[src/utxf_pkg.sv]
package utxf_pkg;
  // ****************************************************************
  // Register map
  // ****************************************************************
  localparam logic [2:0] ADDR_CTRL1 = 3'h0;
  localparam logic [2:0] ADDR_CTRL2 = 3'h1;
  localparam logic [2:0] ADDR_CTRL3 = 3'h2;
  localparam logic [2:0] ADDR_STAT = 3'h3;
  localparam logic [2:0] ADDR_DATA = 3'h4;
  localparam logic [2:0] ADDR_BAUD = 3'h5;

  // ****************************************************************
  // Field positions
  // ****************************************************************
  // control_reg_one
  localparam int C1_EN = 7;
  localparam int C1_WLEN = 6;
  localparam int C1_PEN = 5;
  localparam int C1_PTYPE = 4;
  localparam int C1_STOP2 = 3;
  localparam int C1_NINTH = 0;
  // control_reg_two
  localparam int C2_TRANSMIT_ENABLE = 7;
  localparam int C2_RECEIVE_ENABLE = 6;
  localparam int C2_BRK = 5;
  localparam int C2_HSPD = 4;
  localparam int C2_ADDR = 3;
  localparam int C2_EMPTY_INTERRUPT_ENABLE = 0;
  // status_register
  localparam int S_TRANSMITTER_IDLE_FLAG = 5;
  localparam int S_TXE = 4;
  localparam int S_RECEIVER_IDLE_FLAG = 3;

  // ****************************************************************
  // Reset values and timing
  // ****************************************************************
  localparam logic [7:0] CTRL1_RST = 8'h00;  // 8 data, no parity, 1 stop
  localparam logic [7:0] CTRL2_RST = 8'h00;
  localparam logic [7:0] BAUD_RST = 8'h00;
  localparam logic [5:0] PRE_LO = 6'h3F;     // 64 clocks per unit
  localparam logic [5:0] PRE_HI = 6'h0F;     // 16 clocks per unit
  localparam logic [3:0] NBITS8 = 4'h8;
  localparam logic [3:0] NBITS9 = 4'h9;

  typedef enum logic [2:0] {
    UTXF_IDLE, UTXF_START, UTXF_DATA, UTXF_PAR, UTXF_STOP1, UTXF_STOP2
  } utxf_state_t;

  // Format bits gathered from control_reg_one
  typedef struct packed {
    logic nine;
    logic par_en;
    logic par_odd;
    logic two_stop;
  } utxf_fmt_t;
endpackage

[src/utxf_top.sv]
`timescale 1ns/1ps
// Overview of operation
// - Frame: start, 8 or 9 data, stop_bit_count_select
// - Parity even/odd/none; reset format 8N1
// - Shared 8-bit baud generator, LSB first
// - Enabled pins act serial, line idles high
// - Disable releases pins, empties data buffer
// - Disable clears/sets listed flags, keeps rest
// - Disable aborts at once; re-enable keeps config
// - Select bits choose length, parity, stop_bit_count_select
// - Address detect: MSB marks address frame
// - Two stop_bit_count_select only for transmitter
// - Ninth bit comes from ninth_transmit_bit
// - Shifter reloads only after stop sent
// - Start needs enable, data and baud tick
// - Clearing transmit_enable resets transmitter
// - Data writes blocked while empty flag low
// - Empty flag clears: status access, data write
// - Empty flag set when buffer free; irq
// - Idle write loads shifter, sets empty flag
// - Idle flag set at frame end, same clear
// - Rate = clk / (64 or 16 * (N+1))
module utxf_top (
  input wire logic sys_clk,
  input wire logic srst,
  input wire logic [2:0] reg_addr,
  input wire logic [7:0] reg_wdata,
  input wire logic reg_wr,
  input wire logic reg_rd,
  output logic [7:0] reg_rdata,
  output logic tx_o,
  output logic tx_oe_n,
  output logic rx_pin_en,
  output logic irq_empty
);
  // ****************************************************************
  // Registers
  // ****************************************************************
  logic [7:0] ctrl1_q;
  logic [7:0] ctrl2_q;
  logic [7:0] baud_q;
  logic [7:0] buf_q;
  logic buf_full_q;
  logic txe_q;
  logic transmitter_idle_flag_q;
  logic stat_seen_q;
  logic [8:0] shift_q;
  logic par_q;
  logic [3:0] bit_cnt_q;
  utxf_pkg::utxf_state_t st_q;
  logic [5:0] pre_q;
  logic [7:0] div_q;
  logic tick;
  logic en;
  logic transmit_enable;
  logic busy;
  logic dwr;
  logic dwr_ok;
  logic load_buf;
  logic load_direct;
  logic frame_end;
  utxf_pkg::utxf_fmt_t fmt;

  assign en = ctrl1_q[utxf_pkg::C1_EN];
  assign transmit_enable = ctrl2_q[utxf_pkg::C2_TRANSMIT_ENABLE];
  assign fmt.nine = ctrl1_q[utxf_pkg::C1_WLEN];
  assign fmt.par_en = ctrl1_q[utxf_pkg::C1_PEN];
  assign fmt.par_odd = ctrl1_q[utxf_pkg::C1_PTYPE];
  assign fmt.two_stop = ctrl1_q[utxf_pkg::C1_STOP2];
  assign busy = (st_q != utxf_pkg::UTXF_IDLE);
  assign dwr = reg_wr && (reg_addr == utxf_pkg::ADDR_DATA);
  // Writes land only when the empty flag is set and the unit is on
  assign dwr_ok = dwr && en && txe_q;
  // Idle shifter takes a write straight away, without buffering
  assign load_direct = dwr_ok && transmit_enable && !busy && !buf_full_q;
  assign load_buf = buf_full_q && transmit_enable && !busy;

  // ****************************************************************
  // Control registers
  // ****************************************************************
  // Disable clears only the listed control bits; format and divisor survive
  always_ff @(posedge sys_clk) begin
    if (srst) begin
      ctrl1_q <= utxf_pkg::CTRL1_RST;
      ctrl2_q <= utxf_pkg::CTRL2_RST;
      baud_q <= utxf_pkg::BAUD_RST;
    end else begin
      if (reg_wr && reg_addr == utxf_pkg::ADDR_CTRL1) begin
        ctrl1_q <= reg_wdata;
      end
      if (reg_wr && reg_addr == utxf_pkg::ADDR_BAUD) begin
        baud_q <= reg_wdata;
      end
      if (reg_wr && reg_addr == utxf_pkg::ADDR_CTRL2) begin
        ctrl2_q <= reg_wdata;
      end
      if (!en || (reg_wr && reg_addr == utxf_pkg::ADDR_CTRL1 && !reg_wdata[utxf_pkg::C1_EN])) begin
        ctrl2_q[utxf_pkg::C2_TRANSMIT_ENABLE] <= 1'b0;
        ctrl2_q[utxf_pkg::C2_RECEIVE_ENABLE] <= 1'b0;
        ctrl2_q[utxf_pkg::C2_BRK] <= 1'b0;
      end
    end
  end

  // ****************************************************************
  // Baud generator
  // ****************************************************************
  // One tick per bit: prescale 64 or 16 times (N+1); free running
  always_ff @(posedge sys_clk) begin
    if (srst || !en) begin
      pre_q <= '0;
      div_q <= '0;
      tick <= 1'b0;
    end else begin
      tick <= 1'b0;
      if ((ctrl2_q[utxf_pkg::C2_HSPD] && pre_q >= utxf_pkg::PRE_HI)
          || pre_q == utxf_pkg::PRE_LO) begin
        pre_q <= '0;
        if (div_q >= baud_q) begin
          div_q <= '0;
          tick <= 1'b1;
        end else begin
          div_q <= div_q + 8'h01;
        end
      end else begin
        pre_q <= pre_q + 6'h01;
      end
    end
  end

  // ****************************************************************
  // Data buffer and flags
  // ****************************************************************
  // Status read arms the clear; the data write completes it
  always_ff @(posedge sys_clk) begin
    if (srst || !en) begin
      stat_seen_q <= 1'b0;
    end else if (reg_rd && reg_addr == utxf_pkg::ADDR_STAT) begin
      stat_seen_q <= 1'b1;
    end else if (dwr) begin
      stat_seen_q <= 1'b0;
    end
  end

  // A frame ends at the tick that closes its last stop bit, not the one that opens it
  assign frame_end = tick && ((st_q == utxf_pkg::UTXF_PAR && !fmt.two_stop)
                              || st_q == utxf_pkg::UTXF_STOP2);

  // Disable empties the buffer and forces both flags set
  always_ff @(posedge sys_clk) begin
    if (srst || !en) begin
      buf_q <= '0;
      buf_full_q <= 1'b0;
      txe_q <= 1'b1;
      transmitter_idle_flag_q <= 1'b1;
    end else begin
      if (dwr_ok && !load_direct) begin
        buf_q <= reg_wdata;
        buf_full_q <= 1'b1;
      end else if (load_buf) begin
        // A byte written before transmit_enable waits here until it is set
        buf_full_q <= 1'b0;
      end
      // Clear needs the status access first; set wins over the clear
      if (load_direct || load_buf) begin
        txe_q <= 1'b1;
      end else if (dwr_ok && stat_seen_q) begin
        txe_q <= 1'b0;
      end
      // An aborted frame also leaves the transmitter idle
      if (frame_end || (!transmit_enable && busy)) begin
        transmitter_idle_flag_q <= 1'b1;
      end else if (dwr_ok && stat_seen_q) begin
        transmitter_idle_flag_q <= 1'b0;
      end
    end
  end

  // ****************************************************************
  // Transmit shifter
  // ****************************************************************
  // Frame runs on baud ticks; transmit_enable low aborts immediately
  always_ff @(posedge sys_clk) begin
    if (srst || !en || !transmit_enable) begin
      st_q <= utxf_pkg::UTXF_IDLE;
      shift_q <= '0;
      par_q <= 1'b0;
      bit_cnt_q <= '0;
      tx_o <= 1'b1;
    end else begin
      if (load_direct || load_buf) begin
        // Ninth bit from the control register; MSB is address mark
        shift_q <= {ctrl1_q[utxf_pkg::C1_NINTH],
                    load_direct ? reg_wdata : buf_q};
        st_q <= utxf_pkg::UTXF_START;
        tx_o <= 1'b1;
      end else if (tick) begin
        case (st_q)
          utxf_pkg::UTXF_START: begin
            tx_o <= 1'b0;
            par_q <= fmt.par_odd;
            bit_cnt_q <= fmt.nine ? utxf_pkg::NBITS9 : utxf_pkg::NBITS8;
            st_q <= utxf_pkg::UTXF_DATA;
          end
          utxf_pkg::UTXF_DATA: begin
            // Last data slot carries parity when enabled
            if (fmt.par_en && bit_cnt_q == 4'h1) begin
              tx_o <= par_q;
              st_q <= utxf_pkg::UTXF_STOP1;
            end else begin
              tx_o <= shift_q[0];
              par_q <= par_q ^ shift_q[0];
              shift_q <= {1'b0, shift_q[8:1]};
              if (bit_cnt_q == 4'h1) begin
                st_q <= utxf_pkg::UTXF_STOP1;
              end
            end
            bit_cnt_q <= bit_cnt_q - 4'h1;
          end
          utxf_pkg::UTXF_STOP1: begin
            tx_o <= 1'b1;
            st_q <= utxf_pkg::UTXF_PAR;
          end
          utxf_pkg::UTXF_PAR: begin
            // Second stop or frame end; reload waits until the frame end
            tx_o <= 1'b1;
            st_q <= fmt.two_stop ? utxf_pkg::UTXF_STOP2 : utxf_pkg::UTXF_IDLE;
          end
          utxf_pkg::UTXF_STOP2: begin
            tx_o <= 1'b1;
            st_q <= utxf_pkg::UTXF_IDLE;
          end
          default: begin
            tx_o <= 1'b1;
            st_q <= utxf_pkg::UTXF_IDLE;
          end
        endcase
      end
    end
  end

  // ****************************************************************
  // Pins, interrupt and read data
  // ****************************************************************
  always_ff @(posedge sys_clk) begin
    if (srst) begin
      tx_oe_n <= 1'b1;
      rx_pin_en <= 1'b0;
      irq_empty <= 1'b0;
      reg_rdata <= '0;
    end else begin
      tx_oe_n <= !(en && transmit_enable);
      rx_pin_en <= en && ctrl2_q[utxf_pkg::C2_RECEIVE_ENABLE];
      irq_empty <= txe_q && ctrl2_q[utxf_pkg::C2_EMPTY_INTERRUPT_ENABLE];
      reg_rdata <= '0;
      if (reg_rd) begin
        case (reg_addr)
          utxf_pkg::ADDR_CTRL1: reg_rdata <= ctrl1_q;
          utxf_pkg::ADDR_CTRL2: reg_rdata <= ctrl2_q;
          utxf_pkg::ADDR_BAUD: reg_rdata <= baud_q;
          utxf_pkg::ADDR_DATA: reg_rdata <= buf_q;
          utxf_pkg::ADDR_STAT: begin
            reg_rdata[utxf_pkg::S_TRANSMITTER_IDLE_FLAG] <= transmitter_idle_flag_q;
            reg_rdata[utxf_pkg::S_TXE] <= txe_q;
            reg_rdata[utxf_pkg::S_RECEIVER_IDLE_FLAG] <= 1'b1;
          end
          default: reg_rdata <= '0;
        endcase
      end
    end
  end

  // ****************************************************************
  // Assertions
  // ****************************************************************
  property p_idle_high;
    @(posedge sys_clk) disable iff (srst) (st_q == utxf_pkg::UTXF_IDLE) |=> tx_o;
  endproperty
  a_idle_high: assert property (p_idle_high) else $error("line not high when idle");

  property p_dis_flags;
    @(posedge sys_clk) disable iff (srst) !en |=> txe_q && transmitter_idle_flag_q && !buf_full_q;
  endproperty
  a_dis_flags: assert property (p_dis_flags) else $error("disable flags wrong");

  property p_dis_transmit_enable;
    @(posedge sys_clk) disable iff (srst) !en |=> !ctrl2_q[utxf_pkg::C2_TRANSMIT_ENABLE];
  endproperty
  a_dis_transmit_enable: assert property (p_dis_transmit_enable) else $error("transmit_enable kept on disable");

  property p_abort;
    @(posedge sys_clk) disable iff (srst) (!en || !transmit_enable) |=> st_q == utxf_pkg::UTXF_IDLE;
  endproperty
  a_abort: assert property (p_abort) else $error("frame not aborted");

  property p_block;
    @(posedge sys_clk) disable iff (srst) (!txe_q && dwr && en) |=> $stable(buf_q);
  endproperty
  a_block: assert property (p_block) else $error("write not blocked");

  property p_clear_seq;
    @(posedge sys_clk) disable iff (srst) $fell(txe_q) |-> $past(dwr) && $past(stat_seen_q);
  endproperty
  a_clear_seq: assert property (p_clear_seq) else $error("empty cleared out of order");

  property p_start_bit;
    @(posedge sys_clk) disable iff (srst) (st_q == utxf_pkg::UTXF_START && tick && transmit_enable && en)
      |=> !tx_o;
  endproperty
  a_start_bit: assert property (p_start_bit) else $error("no start bit");

  property p_no_reload;
    @(posedge sys_clk) disable iff (srst)
      (st_q != utxf_pkg::UTXF_IDLE && st_q != utxf_pkg::UTXF_START)
      |=> st_q != utxf_pkg::UTXF_START;
  endproperty
  a_no_reload: assert property (p_no_reload) else $error("reload during frame");

  property p_idle_set;
    @(posedge sys_clk) disable iff (srst) frame_end |=> transmitter_idle_flag_q;
  endproperty
  a_idle_set: assert property (p_idle_set) else $error("idle flag not set");

  c_direct: cover property (@(posedge sys_clk) disable iff (srst) load_direct);
  c_buffered: cover property (@(posedge sys_clk) disable iff (srst) load_buf);
  c_frame: cover property (@(posedge sys_clk) disable iff (srst) frame_end);
  c_parity: cover property (@(posedge sys_clk) disable iff (srst) frame_end && fmt.par_en);
  c_two_stop: cover property (@(posedge sys_clk) disable iff (srst) frame_end && fmt.two_stop);

  // ****************************************************************
  // Bit period checker
  // ****************************************************************
  // Cycles since the last tick; a rate change skips the next tick,
  // since a part-done period mixes the old and the new rate
  logic [15:0] gap_q;
  logic cfg_chg_q;
  always_ff @(posedge sys_clk) begin
    if (srst || !en || tick) begin
      gap_q <= '0;
    end else begin
      gap_q <= gap_q + 16'h0001;
    end
  end

  // Marks a period whose length is not that of the current setup
  always_ff @(posedge sys_clk) begin
    if (srst || !en || (reg_wr && (reg_addr == utxf_pkg::ADDR_BAUD
                                   || reg_addr == utxf_pkg::ADDR_CTRL2))) begin
      cfg_chg_q <= 1'b1;
    end else if (tick) begin
      cfg_chg_q <= 1'b0;
    end
  end

  property p_bit_period;
    @(posedge sys_clk) disable iff (srst) (tick && !cfg_chg_q)
      |-> gap_q + 16'h0001 == ({10'h000, (ctrl2_q[utxf_pkg::C2_HSPD] ? utxf_pkg::PRE_HI
          : utxf_pkg::PRE_LO)} + 16'h0001) * ({8'h00, baud_q} + 16'h0001);
  endproperty
  a_bit_period: assert property (p_bit_period) else $error("bit period wrong");

  property p_oe_on;
    @(posedge sys_clk) disable iff (srst) (en && transmit_enable) |=> !tx_oe_n;
  endproperty
  a_oe_on: assert property (p_oe_on) else $error("tx pin not claimed");

  property p_pins_free;
    @(posedge sys_clk) disable iff (srst) !en |=> tx_oe_n && !rx_pin_en;
  endproperty
  a_pins_free: assert property (p_pins_free) else $error("pins kept on disable");

  property p_stop_high;
    @(posedge sys_clk) disable iff (srst) (st_q == utxf_pkg::UTXF_STOP1 && tick) |=> tx_o;
  endproperty
  a_stop_high: assert property (p_stop_high) else $error("stop bit not high");

  property p_ninth;
    @(posedge sys_clk) disable iff (srst) load_direct
      |=> shift_q == {$past(ctrl1_q[utxf_pkg::C1_NINTH]), $past(reg_wdata)};
  endproperty
  a_ninth: assert property (p_ninth) else $error("shifter load wrong");

  property p_direct_empty;
    @(posedge sys_clk) disable iff (srst) load_direct |=> txe_q && st_q == utxf_pkg::UTXF_START;
  endproperty
  a_direct_empty: assert property (p_direct_empty) else $error("direct load flag wrong");

  property p_cfg_kept;
    @(posedge sys_clk) disable iff (srst) (!en && !reg_wr) |=> $stable(ctrl1_q) && $stable(baud_q);
  endproperty
  a_cfg_kept: assert property (p_cfg_kept) else $error("setup lost while off");
endmodule // utxf_top

[config.mk]
export PLATFORM = sky130hd
export DESIGN_NAME = utxf_top
export DESIGN_NICKNAME = d
export VERILOG_FILES = /design/src/utxf_pkg.sv /design/src/utxf_top.sv
export SDC_FILE = /design/constraint.sdc
export NUM_CORES = 1
export LEC_CHECK = 0
export BUFFER_PORTS_ARGS = -buffer_cell sky130_fd_sc_hd__buf_4
export CAP_MARGIN = 20
export CORE_ASPECT_RATIO = 1.5
export CORE_MARGIN = 3
export CORE_UTILIZATION = 30
export CTS_CLUSTER_SIZE = 14
export DETAILED_ROUTE_END_ITERATION = 16
export SYNTH_ARGS = -nofsm -noshare
export SYNTH_HDL_FRONTEND = slang
export SYNTH_SLANG_ARGS = --single-unit
export TNS_END_PERCENT = 5
[constraint.sdc]
create_clock -name sys_clk -period 4.4 [get_ports sys_clk]
set_input_delay 0.44 -clock sys_clk [delete_from_list [all_inputs] [get_ports sys_clk]]
set_output_delay 0.44 -clock sys_clk [all_outputs]
set_load 0.005 [all_outputs]
==> results of run 1 <==
final timing paths:
kind	start	to	cells past startpoint
worst min register to register	pre_q[0]	pre_q[0]	1
worst max-delay path	baud_q[4]	div_q[6]	7
worst min-delay path	reg_wdata[6]	ctrl1_q[6]	3
worst max register to register	baud_q[4]	div_q[6]	7
state kept, by name, indices dropped and copies added (netlist names):
register and flops:
baud_q 8, bit_cnt_q 4, buf_full_q 1, buf_q 8, ctrl1_q 8, ctrl2_q 8
div_q 8, irq_empty 1, par_q 1, pre_q 6, reg_rdata 8, rx_pin_en 1
shift_q 9, st_q 3, stat_seen_q 1, tick 1, transmitter_idle_flag_q 1, tx_o 1
tx_oe_n 1, txe_q 1
per-stage QoR:
step | util [%] | area [um^2]
6_report | 35.85 | 4395
5_1_grt | 35.85 | 4395
4_1_cts | 35.85 | 4395
3_5_place_dp | 33.23 | 4075
3_3_place_gp | 33.23 | 4075
2_1_floorplan | - | 3832
final cells by class:
type,instances,area [um^2]
Clock buffer,10,239.0
Clock inverter,5,81.33
Fill cell,1235,7866
Inverter,16,60.06
Multi-Input combinational cell,309,2027
Sequential cell,80,1602
Tap cell,153,191.4
Timing Repair Buffer,26,195.2
synthesized netlist by cell type, drive strengths merged:
cell	number	area share [%]
a22o	1	0.23
clkbuf	10	0.98
o21ai	16	2.4
nand2b	7	1.3
or3	1	0.16
nor4	2	0.33
nor2	32	3.1
nand2	70	7.0
o221a	8	2.4
o211ai	3	0.59
xor2	7	1.6
buf	13	2.8
nand3	10	1.3
a21o	1	0.20
mux4	8	4.7
and2	3	0.49
a22oi	3	0.59
nor2b	11	1.8
nand4	3	0.49
ha	12	3.9
a31oi	4	0.65
nor3b	3	1.0
nor3	8	1.6
xnor2	3	0.69
or2	2	0.33
dfxtp	80	42
o21a	10	2.0
a211oi	4	0.78
a32oi	1	0.23
o2111ai	2	0.46
inv	15	1.5
o31ai	2	0.39
mux2i	11	2.9
and3	5	0.82
o21bai	1	0.49
and4	2	0.46
a21oi	43	5.6
clkinv	1	0.098
o22ai	1	0.16
nand3b	8	1.6
a21boi	1	0.20
where the power goes:
group	switching, mW	internal, mW
registers	0.00407	0.729
logic	0.0349	0.0230
clock network	0.288	0.508
total	0.326	1.26
cells by family (layout without fill, tap and decap cells):
group           count (synthesis)  count (layout)  share of synthesized area [%]
buf+inv                        39              57                          5.321
compound gates                101             101                          17.27
simple gates                  167             167                          21.84
fa+ha+maj                      12              12                          3.918
xor+xnor                       10              10                          2.285
mux                            19              19                          7.574
flops                          80              80                          41.79
critical path: stages, from the launching register on:
cell and delay [ns]:
dfxtp_1 0.35, inv_1 0.05, ha_1 0.30, a211oi_1 0.22
o21ai_0 0.12, a31oi_1 0.39, o21ai_0 0.29, nor2_1 0.18
layer usage:
metal,track usage (%),vias to the layer above,part of all wire [%],routed length (um)
met3,3.185,16,2.5,239
li1,-,1523,-,-
met1,14.72,1463,39,3744
met4,7.410,0,4.7,442
met5,0,-,0,0
met2,24.74,47,53,5071
==> results by group, run 1 <==
Run status
  – Run status: complete, no violations

Global routing
  – Largest net degree at the start of global routing: 26
  – First-pass GRT wire length: 15210 um
  – Vias in the first global route: 2845
  – Initial antenna violation count: 0
  – GRT overflow: 0
  – GRT Util Overall: 13.69%

STA
  – RSZ-0062 raised after global routing: no
  – Period utilization: 44.92%
  – Setup ws final: 2.424 ns
  – Hold_ws: 0.3962 ns
  – Slew @ Worst Pin: 0.8336 ns
  – Min Tclk post-route: 1.976 ns
  – Setup_tns: 0 ns
  – Setup violators final: 0
  – Clock skew: 0.004805 ns
  – Slew Viols, Final: 0
  – Fmax: 506.0 MHz
  – Slew margin rel.: 44.00%
  – Hold Fails Final Rpt: 0

Routing
  – Drt via density: 5.090
  – Final wirelength: 9498 um
  – Remaining DRCs: 0
  – Vias: 3049
  – Final ANT Viol Nets: 0
  – Drt first pass iters: 4
  – Initial detailed-routing violation count: 149
  – Routed wire per std cell: 15.86 um

Finish
  – Commonest non-fill, non-tap cells in the layout: dfxtp_1 (80), nand2_1 (68), a21oi_1 (43)
  – Diodes inserted: 0
  – Share of cells above drive strength 1: 14.35%
  – Nets@finish: 469
  – Layout area overhead: 14.69%
  – Commonest non-fill, non-tap cell in the layout: dfxtp_1
  – Fin cells: 599

Power
  – Total design power: 1.587 mW
  – Max IR drop VDD: 0.0001793 V
  – Leakage: 1.549 nW
  – Pwr Density: 361.1 mW/mm^2

Die
  – Site Rows: 49
  – Core area: 0.01226 mm^2
  – Boundary pin count: 27
  – Area of the die: 0.01419 mm^2
  – Initial Util: 31.26%
  – Die Span X: 98.29 um
  – Die Y-Extent: 144.4 um

Logic synthesis
  – Syn Area/Cell: 8.954 um^2
  – Post-Synthesis Net Count: 455
  – Cell count after synthesis: 428
  – Sequential share of the synthesized area: 41.79%
  – Syn. warnings: 0
  – Synthesized area: 0.003832 mm^2
  – Yosys reg bits: 80
  – Synth cell types: 50

Critical path
  – Critical Path End Type: register
  – Setup CP Type: register to register
  – CP startpoint kind: register
  – Worst-path fanout max: 6
  – Required time of the critical path: 4.67 ns
  – Arrival time at the worst endpoint: 2.24 ns
  – R2R Setup Slk: 2.42 ns

Placed design
  – DP Worst Slack: 2.216 ns
  – Dpl cells: 584
  – Gpl congestion: 0.8984
  – PortBufs: 26
  – DPL Wire Length: 7218 um

Clock network
  – Clock sinks: 80
  – CTS Root Buffer Type: clkbuf_16
  – CTS resizes: 0
  – Clk buf depth: 2
  – CTS buffer count: 9
  – Clk_lat worst skew: 0.34 ns
  – Post-CTS Setup Bufs: 0
  – CTS tree: done
  – # hold bufs at CTS: 0
  – H-tree depth: 3
  – Reg clk slew, reported paths: 0.06 ns

Run
  – Total of max-cap violations: 0

Hold path
  – Worst min path class: input pin to register
(Power assumes the default switching activity.)
==> run 2: changes to the inputs <==
==> constraint.sdc (replaced) <==
create_clock -name sys_clk -period 1.85 [get_ports sys_clk]
set_input_delay 0.185 -clock sys_clk [delete_from_list [all_inputs] [get_ports sys_clk]]
set_output_delay 0.185 -clock sys_clk [all_outputs]
set_load 0.005 [all_outputs]
==> run 2 against run 1 <==
Combinational power grew to 2.5 times the previous value. Sequential share of layout area shrank 1.1 points. Maximum frequency rose by 17%. Count of clock-buffer cells in the layout is 3 higher. Clock skew up 0.00050 ns. Setup slack worse by 2.3 ns.
==> results by group, run 2 (synthesis results as in run 1) <==
Power
  – Comb pwr share: 4.1% (+0.5 points)
  – Seq pwr share: 48.5% (+2.3 points)
  – Sw Ratio: 21.80% (+1.2 points)
  – Leakage: 1.634 nW (+5.5%)
  – Internal power: 2.809 mW (+120%)
  – Switching Power: 0.7830 mW (+140%)
  – Max IR drop VDD: 0.0004149 V (+130%)
  – Pwr Density: 793.5 mW/mm^2 (+120%)
  – Clock power share: 47.4% (-2.7 points)

Finish
  – FILL cells: 1240 (+0.40%)
  – Commonest non-fill, non-tap cells in the layout: dfxtp_1 (80), nand2_1 (68), a21oi_1 (43)
  – Final instance area: 0.004527 mm^2 (+3.0%)
  – Layout area overhead: 18.12%
  – Nets@finish: 486 (+3.6%)
  – Sequential Area: 0.001602 mm^2 (unchanged)
  – Commonest non-fill, non-tap cell in the layout: dfxtp_1
  – Reg with most FFs: shift_q
  – Multi-input gate area: 0.002041 mm^2 (+0.68%)
  – Diodes inserted: 0 (unchanged)
  – Largest register FFs: 9 (unchanged)
  – Share of cells above drive strength 1: 17.67% (+3.3 points)

Routing
  – Vias: 3109 (+2.0%)
  – Final wirelength: 9664 um (+1.7%)
  – Routed wire per std cell: 15.66 um (-1.2%)
  – Final ANT Viol Nets: 0 (unchanged)
  – Remaining DRCs: 0 (unchanged)
  – Drt first pass iters: 4 (unchanged)
  – Initial detailed-routing violation count: 150 (+0.67%)
  – Drt via density: 5.039 (-1.0%)

Placed design
  – DPL Wire Length: 7418 um (+2.8%)
  – Dpl cell area: 0.004228 mm^2 (+3.7%)
  – Gpl congestion: 0.8287 (-7.8%)
  – DP Worst Slack: -0.02182 ns (-2.238 ns)
  – PortBufs: 26 (unchanged)

Die
  – Site Rows: 49 (unchanged)
  – Die Span X: 98.29 um (unchanged)
  – Die Y-Extent: 144.4 um (unchanged)
  – Initial Util: 31.26% (unchanged)
  – Core area: 0.01226 mm^2 (unchanged)
  – Boundary pin count: 27 (unchanged)
  – Area of the die: 0.01419 mm^2 (unchanged)

Hold path
  – Worst min path class: input pin to register
  – Hold_sp: reg_wdata[6]
  – Cells on Worst Hold Path: 3 (unchanged)
  – Worst Hold End: ctrl1_q[6]

STA
  – Slew Viols, Final: 0 (unchanged)
  – Slew @ Worst Pin: 0.5583 ns (-0.2754 ns)
  – Fmax: 594.4 MHz (+17%)
  – Setup ws final: 0.1677 ns (-2.256 ns)
  – Setup_tns: 0 ns (unchanged)
  – Slew margin rel.: 62.65% (+19 points)
  – Hold Fails Final Rpt: 0 (unchanged)
  – Period utilization: 90.94% (+46 points)
  – Clock skew: 0.005308 ns (+0.0005027 ns)
  – Setup violators final: 0 (unchanged)
  – Min Tclk post-route: 1.682 ns (-0.2941 ns)
  – RSZ-0062 raised after global routing: no

Critical path
  – R2R cell count: 5 (-2)
  – R2R Setup Slk: 0.17 ns (-2.26 ns)
  – CP startpoint kind: register
  – Worst-path fanout max: 15 (+9)
  – Required time of the critical path: 2.08 ns (-2.59 ns)
  – Critical Path End Type: register
  – Reg2reg end: shift_q[1]
  – Arrival time at the worst endpoint: 1.91 ns (-0.33 ns)
  – Slowest CP cell: dfxtp_1
  – R2R Path Start: st_q[2]
  – Critical Path, Cell by Cell: nor3_4 > nand2_1 > o21bai_4 > nand2_2 > o221a_2
  – Setup CP Type: register to register
  – Slowest stage delay, CP: 0.54 ns (+0.15 ns)

Clock network
  – Clk_lat worst skew: 0.34 ns (about the same)
  – Clock sinks: 80 (unchanged)
  – H-tree depth: 3 (unchanged)
  – # hold bufs at CTS: 0 (unchanged)
  – Post-CTS Setup Bufs: 0 (unchanged)
  – Reg clk slew, reported paths: 0.06 ns (about the same)
  – CTS Root Buffer Type: clkbuf_16
  – CTS buffer count: 9 (unchanged)
  – Clk buf depth: 2 (unchanged)
  – CTS tree: done

Run
  – Total of max-cap violations: 0 (unchanged)

Global routing
  – First-pass GRT wire length: 15730 um (+3.5%)
  – Initial antenna violation count: 0 (unchanged)
  – GRT overflow: 0 (unchanged)
  – Vias in the first global route: 3113 (+9.4%)
  – Largest net degree at the start of global routing: 26 (unchanged)
  – GRT Util Overall: 14.07% (+0.38 points)

Run status
  – Run status: complete, no violations
[run 2: worst max path at each step]
stage,slack (ns),from,endpoint,cells past startpoint
finish,0.17,st_q[2],shift_q[1],5
floorplan,0.26,baud_q[4],div_q[4],7
global route,0.009,bit_cnt_q[0],par_q,6
global placement,0.11,bit_cnt_q[0],shift_q[4],5
CTS,0.06,bit_cnt_q[0],shift_q[1],5
detailed placement,-0.02,bit_cnt_q[0],shift_q[5],5
[run 2: final cells by class]
type                    instances  area share [%]
clock buffers                  13           5.970
clock inverters                 3          0.3317
inverters                      16           1.327
multi-input cells             309           45.08
flip-flops and latches         80           35.38
well taps                     153           4.229
repair buffers                 43           7.684
[run 2: power by group through the flow]
stage | logic (mW) | registers, mW | clock network, mW
after floorplan | 0.0802 | 1.78 | 0
after global placement | 0.145 | 1.78 | 0
after detailed placement | 0.146 | 1.78 | 0
after CTS | 0.147 | 1.74 | 1.73
after global routing | 0.159 | 1.74 | 1.81
final | 0.146 | 1.74 | 1.70
[run 2: what timing repair did]
item / CTS / global route
cloned: 0 / 0
endpoints found under the setup margin: 5 / 13
resized for setup: 1 / 3
pin swaps: 0 / 0
[run 2: metal layers]
layer	up-vias	global-route usage [%]	wire length, um
li1	1563	-	-
met1	1477	14.25	3881
met2	52	27.38	5266
met3	17	3.041	265
met4	0	6.115	250
met5	-	0	0
[run 2: worst max-delay path: cells and delay by family, from the launching register on]
family,cells,cell delay (ns)
DFF,1,0.54
and+or+nand+nor,3,0.47
AOI/OAI and AO/OA,2,0.56
[run 2: through the flow]
step / power [mW] / util, % / hold WS, ns / instances
global route: 3.713 / 36.92 / 0.1288 / 617
floorplan: 1.859 / - / 0.2541 / 428
global placement: 1.927 / 34.48 / 0.4257 / 601
CTS: 3.625 / 36.82 / 0.1225 / 617
detailed placement: 1.928 / 34.48 / 0.4430 / 601
finish: 3.592 / 36.92 / 0.1337 / 617
